[src/ltcr_pkg.sv]
// Shared constants for the line transceiver control register bank.
`default_nettype none
package ltcr_pkg;
  // ==========================================================
  // Register indices; byte address is four times the index.
  localparam int unsigned IDX_SHORT_FAULT_IRQ_MASK   = 32'h07;
  localparam int unsigned IDX_INPUT_ABSENT_IRQ_FLAGS = 32'h08;
  localparam int unsigned IDX_SHORT_FAULT_IRQ_FLAGS  = 32'h09;
  localparam int unsigned IDX_SOFT_CLEAR_TRIGGER     = 32'h0a;
  localparam int unsigned IDX_SPARE_ZERO_BYTE        = 32'h0b;
  localparam int unsigned IDX_NEAR_END_LOOPBACK_CTRL = 32'h0c;
  localparam int unsigned IDX_ABSENT_CRITERIA_SELECT = 32'h0d;
  localparam int unsigned IDX_AUTO_MARKS_ON_ABSENT   = 32'h0e;
  localparam int unsigned ADDR_LSB                   = 2;
  // ==========================================================
  // Widths and reset values.
  localparam int unsigned NUM_RX    = 4;
  localparam int unsigned NUM_TX    = 2;
  localparam logic [7:0]  REG_RESET = 8'h00;
  localparam logic [1:0]  RESP_OKAY   = 2'h0;
  localparam logic [1:0]  RESP_SLVERR = 2'h2;
  // ==========================================================
  // Timing.
  localparam int unsigned CLK_PERIOD_PS   = 5000;
  localparam int unsigned SOFT_CLEAR_NS   = 1;
  localparam int unsigned SOFT_CLEAR_CYC  = (SOFT_CLEAR_NS * 1000 * 1000 + CLK_PERIOD_PS - 1) / CLK_PERIOD_PS;
  localparam int unsigned CLR_CNT_W       = 8;
endpackage
`default_nettype wire

[src/ltcr_regs.sv]
// AXI4-Lite control and status register bank of a dual line transceiver.
`default_nettype none
// How it works
// - Mask bit one enables its driver-fault interrupt.
// - Mask register is zero after reset.
// - Receiver absent-status change sets its flag.
// - Transceiver fault-status change sets its flag.
// - Any soft clear write outside a running clear starts 1 us clear.
// - Soft clear restores every register default.
// - Loopback bit one enables channel digital loopback.
// - T1 mode ignores criteria bits entirely.
// - E1 with bit one uses alternate criteria.
// - E1 with bit zero uses default criteria.
// - Alarm detection fully compliant only bit zero.
// - Auto bit sends all ones on absence.
// - No auto all ones when both clocks high.
// - All ones means continuous marks on output.
// - One read clears all pending absent flags.
// - Short monitor detection registers a fault.
module ltcr_regs
  import ltcr_pkg::*;
#(
  parameter int unsigned ADDR_W = 6
)
(
  input  wire logic                           aclk,
  input  wire logic                           aresetn,
  input  wire logic [ADDR_W-1:0]              s_axi_awaddr,
  input  wire logic                           s_axi_awvalid,
  output var  logic                           s_axi_awready,
  input  wire logic [31:0]                    s_axi_wdata,
  input  wire logic [3:0]                     s_axi_wstrb,
  input  wire logic                           s_axi_wvalid,
  output var  logic                           s_axi_wready,
  output var  logic [1:0]                     s_axi_bresp,
  output var  logic                           s_axi_bvalid,
  input  wire logic                           s_axi_bready,
  input  wire logic [ADDR_W-1:0]              s_axi_araddr,
  input  wire logic                           s_axi_arvalid,
  output var  logic                           s_axi_arready,
  output var  logic [31:0]                    s_axi_rdata,
  output var  logic [1:0]                     s_axi_rresp,
  output var  logic                           s_axi_rvalid,
  input  wire logic                           s_axi_rready,
  input  wire logic [ltcr_pkg::NUM_RX-1:0]    input_absent_condition,
  input  wire logic [ltcr_pkg::NUM_TX-1:0]    driver_fault_monitor,
  input  wire logic [ltcr_pkg::NUM_RX-1:0]    input_absent_irq_enable,
  input  wire logic                           e1_mode,
  input  wire logic                           ref_clock_held_high,
  input  wire logic                           tx_line_clock_held_high,
  output var  logic [ltcr_pkg::NUM_RX-1:0]    near_end_loopback_en,
  output var  logic [ltcr_pkg::NUM_RX-1:0]    alt_absent_criteria_en,
  output var  logic [ltcr_pkg::NUM_TX-1:0]    all_ones_transmit,
  output var  logic                           soft_clear_busy,
  output var  logic                           irq
);
  import ltcr_pkg::*;

  initial
  begin
    if (ADDR_W < 6 || ADDR_W > 32)
    begin
      $error("ADDR_W must lie between 6 and 32.");
    end
    if (SOFT_CLEAR_CYC < 1 || SOFT_CLEAR_CYC >= (1 << CLR_CNT_W))
    begin
      $error("SOFT_CLEAR_CYC must fit the clear counter.");
    end
  end

  // ==========================================================
  // Register state.
  logic [NUM_TX-1:0]      short_fault_irq_mask_reg;
  logic [NUM_RX-1:0]      input_absent_irq_flags_reg;
  logic [NUM_TX-1:0]      short_fault_irq_flags_reg;
  logic [NUM_RX-1:0]      near_end_loopback_ctrl_reg;
  logic [NUM_RX-1:0]      absent_criteria_select_reg;
  logic [NUM_TX-1:0]      auto_marks_on_absent_reg;
  logic [NUM_RX-1:0]      absent_prev_reg;
  logic [NUM_TX-1:0]      fault_prev_reg;
  logic [CLR_CNT_W-1:0]   clear_cnt_reg;
  logic                   aw_have_reg;
  logic                   w_have_reg;
  logic                   w_lane0_reg;
  logic [ADDR_W-1:0]      aw_addr_reg;
  logic [31:0]            w_data_reg;
  logic                   do_write;
  logic                   do_read;
  logic [ADDR_W-3:0]      w_idx;
  logic [ADDR_W-3:0]      r_idx;
  logic                   wr_clear;
  logic                   clearing;
  logic                   rd_absent_flags;
  logic                   rd_fault_flags;
  logic [NUM_RX-1:0]      absent_change;
  logic [NUM_TX-1:0]      fault_change;

  assign clearing = (clear_cnt_reg != '0);
  assign do_write = aw_have_reg && w_have_reg && !s_axi_bvalid;
  assign do_read  = s_axi_arvalid && s_axi_arready;
  assign w_idx    = aw_addr_reg[ADDR_W-1:ADDR_LSB];
  assign r_idx    = s_axi_araddr[ADDR_W-1:ADDR_LSB];
  // Writes landing during the 200-cycle clear are answered but dropped, so software cannot race the clear.
  assign wr_clear = do_write && !clearing && (w_idx == (ADDR_W-2)'(IDX_SOFT_CLEAR_TRIGGER));
  assign rd_absent_flags = do_read && (r_idx == (ADDR_W-2)'(IDX_INPUT_ABSENT_IRQ_FLAGS));
  assign rd_fault_flags  = do_read && (r_idx == (ADDR_W-2)'(IDX_SHORT_FAULT_IRQ_FLAGS));
  assign absent_change   = input_absent_condition ^ absent_prev_reg;
  assign fault_change    = driver_fault_monitor ^ fault_prev_reg;

  function automatic logic wr_hit(input logic [ADDR_W-3:0] idx, input int unsigned target);
    wr_hit = do_write && !clearing && (idx == (ADDR_W-2)'(target)) && w_lane0_reg;
  endfunction

  // ==========================================================
  // Soft clear timer.
  always_ff @(posedge aclk)
  begin
    if (!aresetn)
    begin
      clear_cnt_reg <= '0;
    end
    else if (wr_clear)
    begin
      clear_cnt_reg <= CLR_CNT_W'(SOFT_CLEAR_CYC);
    end
    else if (clearing)
    begin
      clear_cnt_reg <= clear_cnt_reg - 1'b1;
    end
  end

  // ==========================================================
  // Control registers.
  always_ff @(posedge aclk)
  begin
    if (!aresetn || clearing)
    begin
      short_fault_irq_mask_reg   <= REG_RESET[NUM_TX-1:0];
      near_end_loopback_ctrl_reg <= REG_RESET[NUM_RX-1:0];
      absent_criteria_select_reg <= REG_RESET[NUM_RX-1:0];
      auto_marks_on_absent_reg   <= REG_RESET[NUM_TX-1:0];
    end
    else
    begin
      if (wr_hit(w_idx, IDX_SHORT_FAULT_IRQ_MASK))
      begin
        short_fault_irq_mask_reg <= w_data_reg[NUM_TX-1:0];
      end
      if (wr_hit(w_idx, IDX_NEAR_END_LOOPBACK_CTRL))
      begin
        near_end_loopback_ctrl_reg <= w_data_reg[NUM_RX-1:0];
      end
      if (wr_hit(w_idx, IDX_ABSENT_CRITERIA_SELECT))
      begin
        absent_criteria_select_reg <= w_data_reg[NUM_RX-1:0];
      end
      if (wr_hit(w_idx, IDX_AUTO_MARKS_ON_ABSENT))
      begin
        auto_marks_on_absent_reg <= w_data_reg[NUM_TX-1:0];
      end
    end
  end

  // ==========================================================
  // Change flags; a new change in the clearing read cycle wins.
  always_ff @(posedge aclk)
  begin
    if (!aresetn || clearing)
    begin
      absent_prev_reg            <= input_absent_condition;
      fault_prev_reg             <= driver_fault_monitor;
      input_absent_irq_flags_reg <= REG_RESET[NUM_RX-1:0];
      short_fault_irq_flags_reg  <= REG_RESET[NUM_TX-1:0];
    end
    else
    begin
      absent_prev_reg <= input_absent_condition;
      fault_prev_reg  <= driver_fault_monitor;
      input_absent_irq_flags_reg <= (rd_absent_flags ? '0 : input_absent_irq_flags_reg) | absent_change;
      short_fault_irq_flags_reg  <= (rd_fault_flags ? '0 : short_fault_irq_flags_reg) | fault_change;
    end
  end

  // ==========================================================
  // Line-side controls, registered.
  genvar gi;
  generate
    for (gi = 0; gi < NUM_RX; gi++)
    begin : g_rx
      always_ff @(posedge aclk)
      begin
        if (!aresetn)
        begin
          near_end_loopback_en[gi]   <= 1'b0;
          alt_absent_criteria_en[gi] <= 1'b0;
        end
        else
        begin
          near_end_loopback_en[gi]   <= near_end_loopback_ctrl_reg[gi];
          // Low selects the default criteria, the only choice with fully compliant alarm detection.
          alt_absent_criteria_en[gi] <= e1_mode && absent_criteria_select_reg[gi];
        end
      end
    end
    for (gi = 0; gi < NUM_TX; gi++)
    begin : g_tx
      always_ff @(posedge aclk)
      begin
        if (!aresetn)
        begin
          all_ones_transmit[gi] <= 1'b0;
        end
        else
        begin
          all_ones_transmit[gi] <= auto_marks_on_absent_reg[gi] && input_absent_condition[gi]
                                   && !(ref_clock_held_high && tx_line_clock_held_high);
        end
      end
    end
  endgenerate

  always_ff @(posedge aclk)
  begin
    if (!aresetn)
    begin
      irq             <= 1'b0;
      soft_clear_busy <= 1'b0;
    end
    else
    begin
      irq <= |(input_absent_irq_flags_reg & input_absent_irq_enable)
             || |(short_fault_irq_flags_reg & short_fault_irq_mask_reg);
      soft_clear_busy <= wr_clear || (clear_cnt_reg > CLR_CNT_W'(1));
    end
  end

  // ==========================================================
  // AXI4-Lite write channel.
  always_ff @(posedge aclk)
  begin
    if (!aresetn)
    begin
      aw_have_reg   <= 1'b0;
      w_have_reg    <= 1'b0;
      aw_addr_reg   <= '0;
      w_data_reg    <= '0;
      w_lane0_reg   <= 1'b0;
      s_axi_awready <= 1'b1;
      s_axi_wready  <= 1'b1;
      s_axi_bvalid  <= 1'b0;
      s_axi_bresp   <= RESP_OKAY;
    end
    else
    begin
      if (s_axi_awvalid && s_axi_awready)
      begin
        aw_have_reg   <= 1'b1;
        aw_addr_reg   <= s_axi_awaddr;
        s_axi_awready <= 1'b0;
      end
      if (s_axi_wvalid && s_axi_wready)
      begin
        w_have_reg   <= 1'b1;
        w_data_reg   <= s_axi_wdata;
        // The strobe is kept with the data, since the master may change it once W is taken.
        w_lane0_reg  <= s_axi_wstrb[0];
        s_axi_wready <= 1'b0;
      end
      if (do_write)
      begin
        aw_have_reg  <= 1'b0;
        w_have_reg   <= 1'b0;
        s_axi_bvalid <= 1'b1;
        s_axi_bresp  <= (w_idx >= (ADDR_W-2)'(IDX_SHORT_FAULT_IRQ_MASK)
                         && w_idx <= (ADDR_W-2)'(IDX_AUTO_MARKS_ON_ABSENT)) ? RESP_OKAY : RESP_SLVERR;
      end
      if (s_axi_bvalid && s_axi_bready)
      begin
        s_axi_bvalid  <= 1'b0;
        s_axi_awready <= 1'b1;
        s_axi_wready  <= 1'b1;
      end
    end
  end

  // ==========================================================
  // AXI4-Lite read channel.
  always_ff @(posedge aclk)
  begin
    if (!aresetn)
    begin
      s_axi_arready <= 1'b1;
      s_axi_rvalid  <= 1'b0;
      s_axi_rdata   <= '0;
      s_axi_rresp   <= RESP_OKAY;
    end
    else if (do_read)
    begin
      s_axi_arready <= 1'b0;
      s_axi_rvalid  <= 1'b1;
      s_axi_rresp   <= RESP_OKAY;
      s_axi_rdata   <= '0;
      case (r_idx)
        (ADDR_W-2)'(IDX_SHORT_FAULT_IRQ_MASK):   s_axi_rdata[NUM_TX-1:0] <= short_fault_irq_mask_reg;
        (ADDR_W-2)'(IDX_INPUT_ABSENT_IRQ_FLAGS): s_axi_rdata[NUM_RX-1:0] <= input_absent_irq_flags_reg;
        (ADDR_W-2)'(IDX_SHORT_FAULT_IRQ_FLAGS):  s_axi_rdata[NUM_TX-1:0] <= short_fault_irq_flags_reg;
        (ADDR_W-2)'(IDX_SOFT_CLEAR_TRIGGER):     s_axi_rdata <= '0;
        (ADDR_W-2)'(IDX_SPARE_ZERO_BYTE):        s_axi_rdata <= '0;
        (ADDR_W-2)'(IDX_NEAR_END_LOOPBACK_CTRL): s_axi_rdata[NUM_RX-1:0] <= near_end_loopback_ctrl_reg;
        (ADDR_W-2)'(IDX_ABSENT_CRITERIA_SELECT): s_axi_rdata[NUM_RX-1:0] <= absent_criteria_select_reg;
        (ADDR_W-2)'(IDX_AUTO_MARKS_ON_ABSENT):   s_axi_rdata[NUM_TX-1:0] <= auto_marks_on_absent_reg;
        default:                                 s_axi_rresp <= RESP_SLVERR;
      endcase
    end
    else if (s_axi_rvalid && s_axi_rready)
    begin
      s_axi_rvalid  <= 1'b0;
      s_axi_arready <= 1'b1;
    end
  end
endmodule
`default_nettype wire

[config.mk]
export PLATFORM = sky130hd
export DESIGN_NAME = ltcr_regs
export DESIGN_NICKNAME = d
export VERILOG_FILES = /design/src/ltcr_pkg.sv /design/src/ltcr_regs.sv
export SDC_FILE = /design/constraint.sdc
export NUM_CORES = 1
export LEC_CHECK = 0
export ABC_AREA = 1
export ABC_CLOCK_PERIOD_IN_PS = 1800
export BUFFER_PORTS_ARGS = -buffer_cell sky130_fd_sc_hd__buf_2
export CORE_MARGIN = 2
export CORE_UTILIZATION = 40
export CTS_BUF_LIST = sky130_fd_sc_hd__clkbuf_4
export DETAILED_ROUTE_END_ITERATION = 7
export PLACE_DENSITY_LB_ADDON = 0.08
export REMOVE_ABC_BUFFERS = 1
export SLEW_MARGIN = 0
export SYNTH_ARGS = -nofsm -noshare
export SYNTH_HDL_FRONTEND = slang
export SYNTH_SLANG_ARGS = --single-unit
[constraint.sdc]
create_clock -name aclk -period 1.8 [get_ports aclk]
set_clock_uncertainty 0.15 [all_clocks]
set_input_delay 0.36 -clock aclk [delete_from_list [all_inputs] [get_ports aclk]]
set_output_delay 0.36 -clock aclk [all_outputs]
set_load 0.02 [all_outputs]
# [Yosys cells after proc, flatten, opt, wreduce, memory -nomap -nowiden]
# Cells that the tools add are included.
[word_totals] ff_bits=70 inputBits=68 out_inout_bits=53 elab_cells=116
[op_classes] addsub=1 magnitude_cmp=3 eq_ne=13 n_mux=12 bitwise_logic=7 n_reduce_logical=45
[ops] operator="equality test 4 bit (second input constant)" count=11
[ops] operator="logical AND 1 bit" count=29
[ops] operator="two-way mux 8 bit" count=2
[ops] operator="one-hot mux 2 bit (6 select lines)" count=1
[ops] operator="equality test 4 x 3 -> 1 bit (second input constant)" count=2
[ops] operator="> comparator 8 x 1 -> 1 bit (second input constant)" count=1
[ops] operator="nonzero test 8 bit" count=1
[ops] operator="OR reduction 2 bit" count=4
[ops] operator="OR reduction 8 bit" count=1
[ops] operator="subtractor 8 x 1 -> 8 bit (second input constant)" count=1
[ops] operator="two-way mux 2 bit" count=3
[ops] operator="one-hot mux 2 bit (3 select lines)" count=1
[ops] operator="AND 4 bit" count=1
[ops] operator=">= comparator 4 x 3 -> 1 bit (second input constant)" count=1
[ops] operator="less-or-equal comparator 4 bit (second input constant)" count=1
[ops] operator="logical NOT 1 bit" count=4
[ops] operator="two-way mux 1 bit" count=4
[ops] operator="two-way mux 4 bit" count=1
[ops] operator="OR 4 bit" count=1
[ops] operator="nonzero test 2 bit" count=2
[ops] operator="OR reduction 4 bit" count=1
[ops] operator="bitwise XOR 4 bit" count=1
[ops] operator="logical OR 1 bit" count=3
[ops] operator="AND 2 bit" count=1
[ops] operator="3 further kinds" count=3

# [Depth between registers and ports, before layout]
[logic_depth] ltp_word=5 ltp_mapped=9 ltp_nobuf=8

# [Least setup slack after synthesis]
# No wires, ideal clock.
[synth_timing] path_kind="reg2reg" from="register clear_cnt_reg[0]" to="register absent_criteria_select_reg[0]" setup_time_ps=116 t_arrival_ps=1219 t_required_ps=1534 slack_ps=315 stages_incl_launch_ff=8 n_path_buf=0 period_less_slack_ps=1485 path_cell_list="dfxtp_1 inv_1 ha_1 nand2_2 nor2_8 nand4_2 o21ai_0 nor2_1"
[synth_via] elab_chain_len=5
[synth_rtl] item="start, declared" line_no="ltcr_regs.sv:81" text="logic [CLR_CNT_W-1:0] clear_cnt_reg;"
[synth_rtl] item="start signal, assigned" line_no="ltcr_regs.sv:124" text="clear_cnt_reg <= CLR_CNT_W'(SOFT_CLEAR_CYC);"
[synth_rtl] item="start signal, assigned" line_no="ltcr_regs.sv:128" text="clear_cnt_reg <= clear_cnt_reg - 1'b1;"
[synth_rtl] item="nonzero test 8 bit (*)" line_no="ltcr_regs.sv:98" text="assign clearing = (clear_cnt_reg != '0);"
[synth_rtl] item="logical NOT 1 bit" line_no="ltcr_regs.sv:111" text="wr_hit = do_write && !clearing && (idx == (ADDR_W-2)'(target)) && w_lane0_reg;"
[synth_rtl] item="logical AND 1 bit (3 in a row)" line_no="ltcr_regs.sv:111"
[synth_rtl] item="end signal, assigned" line_no="ltcr_regs.sv:140" text="absent_criteria_select_reg <= REG_RESET[NUM_RX-1:0];"
[synth_rtl] item="end signal, assigned" line_no="ltcr_regs.sv:155" text="absent_criteria_select_reg <= w_data_reg[NUM_RX-1:0];"
[synth_rtl] item="end, declared" line_no="ltcr_regs.sv:77" text="logic [NUM_RX-1:0] absent_criteria_select_reg;"
# Every way passes the cells marked *; elsewhere a longest branch is shown, timed or not.
# A chain may end at the register's enable or synchronous reset.

# [Worst setup path in the final report]
[layout_timing] from="register clear_cnt_reg[4]" to="register near_end_loopback_ctrl_reg[1]"
[layout_via] elab_chain_len=5
[layout_rtl] item="nonzero test 8 bit (*)" line_no="ltcr_regs.sv:98"
[layout_rtl] item="logical NOT 1 bit" line_no="ltcr_regs.sv:111"
[layout_rtl] item="logical AND 1 bit (3 in a row)" line_no="ltcr_regs.sv:111"
[layout_rtl] item="end signal, assigned" line_no="ltcr_regs.sv:139" text="near_end_loopback_ctrl_reg <= REG_RESET[NUM_RX-1:0];"
[layout_rtl] item="end signal, assigned" line_no="ltcr_regs.sv:151" text="near_end_loopback_ctrl_reg <= w_data_reg[NUM_RX-1:0];"
[layout_rtl] item="end, declared" line_no="ltcr_regs.sv:76" text="logic [NUM_RX-1:0] near_end_loopback_ctrl_reg;"
# Marks and branches as above.

==> impl_metrics.py <==
metrics = {
    "clock_tree": {
        "clk_pin_slew_ps": 110,
        "cts_tree": "yes",
        "clock_latency_ps": 390,
        "cts-htree-levels": 3,
        "numCtsBuffers": 9,
        "root_buffer": "clkbuf_4",
        "clk_path_buf_depth": 2,
        "clock_sink_count": 66,
    },
    "pwr": {
        "leakage_nw": 1.674,
        "powerDensity_nw_per_um2": 1148,
        "power.switching_mw": 1.428,
        "pwr-share-seq": 0.445,
        "pwr-share-comb": 0.324,
        "power_frac_clock": 0.230,
        "peakVddDrop_v": 0.0003785,
        "switching_share": 0.3630,
        "p_int_mw": 2.507,
    },
    "setup_path": {
        "worst_setup_path_end_kind": "flop",
        "critPathMaxStageDelay_ps": 350,
        "cp_max_fo": 6,
        "crit_type": "reg2reg",
        "arrival_ps": 1840,
        "cp-start-kind": "flop",
        "cp_data_required_time_ps": 1980,
        "slowest_stage": "dfxtp_1",
        "critical_path.cell_chain": "nor2_1 > nand2_2 > nor2_8 > inv_4 > nor2_4 > buf_4 > o21ai_1 > nor2_1",
        "cpMostUsedCell": "nor2_1",
    },
    "global_route": {
        "grt_pass1_wl_mm": 9.653,
        "antenna_found_initial": 0,
        "grt_max_degree": 20,
        "overflow": 0,
        "grtUsageTotal": 0.1564,
        "grt_pass1_vias": 2167,
    },
    "sta": {
        "fmax_mhz": 601.7,
        "slew_violations": 0,
        "min_period_over_period": 0.9233,
        "hold_violations": 0,
        "setup_viol_count_final": 0,
        "min_period_ps": 1662,
        "grt_setup_unrepaired": "true",
    },
    "finish": {
        "areaGrowthSynthToFinish_pct": 16.74,
        "final_cell_area_um2": 3428,
        "diodes": 0,
        "final_nets": 537,
        "layout-drive-gt1-share": 0.1809,
        "finalCoreUtilization": 0.4778,
        "largest_reg_flops": 8,
    },
    "floorplan": {
        "dieArea_um2": 8043,
        "die_x_um": 89.68,
        "die_h_um": 89.68,
        "core-area_um2": 7176,
        "rows": 31,
        "pin_count": 121,
        "initial_utilization": 0.4092,
    },
    "placed_design": {
        "port_buffers": 55,
        "placed_area_um2": 3219,
        "gp_congestion": 0.8455,
        "hpwl_mm": 4.356,
    },
    "drt": {
        "first_pass_iters": 4,
        "drt_iter0_markers": 94,
        "wl_per_cell_um": 10.60,
        "final_antenna_net_count": 0,
        "drt-total-wl_mm": 6.033,
        "vias_per_cell": 4.315,
        "drc": 0,
        "vias": 2455,
    },
    "run_status": {
        "outcome": "finished, final reports clean",
    },
    "synthesis": {
        "netlist_area_um2": 2937,
        "ys_warn_count": 0,
        "ys_seq_area_frac": 0.4499,
        "syn_area_per_cell_um2": 7.472,
        "synth.distinct_cells": 29,
        "ys_ff_latch": 66,
        "netlist_instances": 393,
    },
    "flow_run": {
        "max_cap_violations": 0,
    },
    "hold_path": {
        "min_path_type": "in2reg",
    },
}
## worst paths after layout
| kind | startpoint | end | slack, ps | depth (start not counted) |
|---|---|---|---|---|
| worst min register to register | near_end_loopback_ctrl_reg[3] | near_end_loopback_en[3] | 300 | 2 |
| worst min-delay path | s_axi_awaddr[3] | aw_addr_reg[3] | 60 | 3 |
| worst max register to register | clear_cnt_reg[4] | near_end_loopback_ctrl_reg[1] | 140 | 8 |
| worst max-delay path | clear_cnt_reg[4] | near_end_loopback_ctrl_reg[1] | 140 | 8 |
## worst max-delay path: cells and delay by family, from the launching register on
family	cells	cell delay, ps
buf+inv	2	240
compound gates	1	50
simple gates	5	810
flops	1	350
## metal layers
metal	part of all wire	track usage
met4	0.018	0.06920
met1	0.49	0.2052
met2	0.46	0.2487
met5	0	0
met3	0.037	0.03199
## cell usage in the layout, fill, tap and decap left out, types with 3 or more instances in the layout
cell type,Yosys,routed
o21ai_0,17,16
buf_2,0,55
conb_1,1,30
inv_1,48,47
xnor2_1,6,6
nor3_1,11,11
o21ai_1,7,8
dfxtp_1,66,66
nor2_1,53,53
clkinv_1,1,4
ha_1,3,3
a21oi_1,28,28
nand3_1,20,20
xor2_1,4,4
nand2_1,78,77
dlygate4sd3_1,0,6
clkbuf_4,0,10
buf_4,30,4
## cell usage after synthesis (all sizes together)
| library cell | n | share of area |
|---|---|---|
| clkinv | 1 | 0.0013 |
| xnor2 | 6 | 0.018 |
| a22o | 2 | 0.0060 |
| or2 | 2 | 0.0043 |
| inv | 49 | 0.063 |
| conb | 1 | 0.0013 |
| buf | 31 | 0.081 |
| o21a | 1 | 0.0026 |
| o21ai | 24 | 0.041 |
| nand3 | 20 | 0.034 |
| nand2 | 79 | 0.10 |
| a21oi | 28 | 0.048 |
| nand4 | 4 | 0.013 |
| a31oi | 1 | 0.0021 |
| nor2 | 56 | 0.081 |
| nor3 | 12 | 0.024 |
| dfxtp | 66 | 0.45 |
| xor2 | 4 | 0.012 |
| clkbuf | 3 | 0.0038 |
| ha | 3 | 0.013 |
## repair_timing
action | CTS | global route
buffers inserted | 0 | 1
hold endpoints to repair | 6 | 0
endpoints found under the setup margin | 0 | 14
hold buffers | 6 | 0
resized for setup | 0 | 3
## layout make-up
| type | count | area, um2 |
|---|---|---|
| clock buffers | 10 | 75.07 |
| clock inverters | 5 | 46.29 |
| fillers | 773 | 3747 |
| inverters | 50 | 190.2 |
| multi-input cells | 274 | 1306 |
| flip-flops and latches | 66 | 1321 |
| well taps | 99 | 123.9 |
| repair buffers | 65 | 365.4 |
## through the flow
stage               cells  setup WS (ps)  hold WS [ps]  setup TNS [ps]  total power, mW
floorplan             388          292.3         237.7               0            2.667
global placement      545          113.7         286.9               0            2.921
detailed placement    545          77.84         291.8               0            2.936
finish                569          138.0         64.62               0            3.935
CTS                   566          39.14         38.21               0            3.859
global route          569         -7.725         62.27          -18.70            4.241
## logic make-up (layout without fill, tap and decap cells)
| family | count (synthesis) | count (layout) | share of synthesized area |
|---|---|---|---|
| compound gates | 56 | 56 | 0.09928 |
| xor+xnor | 10 | 10 | 0.02982 |
| fa+ha+maj | 3 | 3 | 0.01278 |
| buf+inv | 84 | 130 | 0.1491 |
| flops | 66 | 66 | 0.4499 |
| other cells | 1 | 30 | 0.001277 |
| simple gates | 173 | 175 | 0.2578 |
## power by group through the flow
stage	Sequential [mW]	Clock, mW	Combinational, mW
6_report	1.75	0.907	1.28
5_1_grt	1.78	1.00	1.46
4_1_cts	1.75	0.942	1.16
3_5_place_dp	1.79	0	1.15
3_3_place_gp	1.79	0	1.14
2_1_floorplan	1.79	0	0.874
No activity file was read; power rests on OpenSTA's default activity.
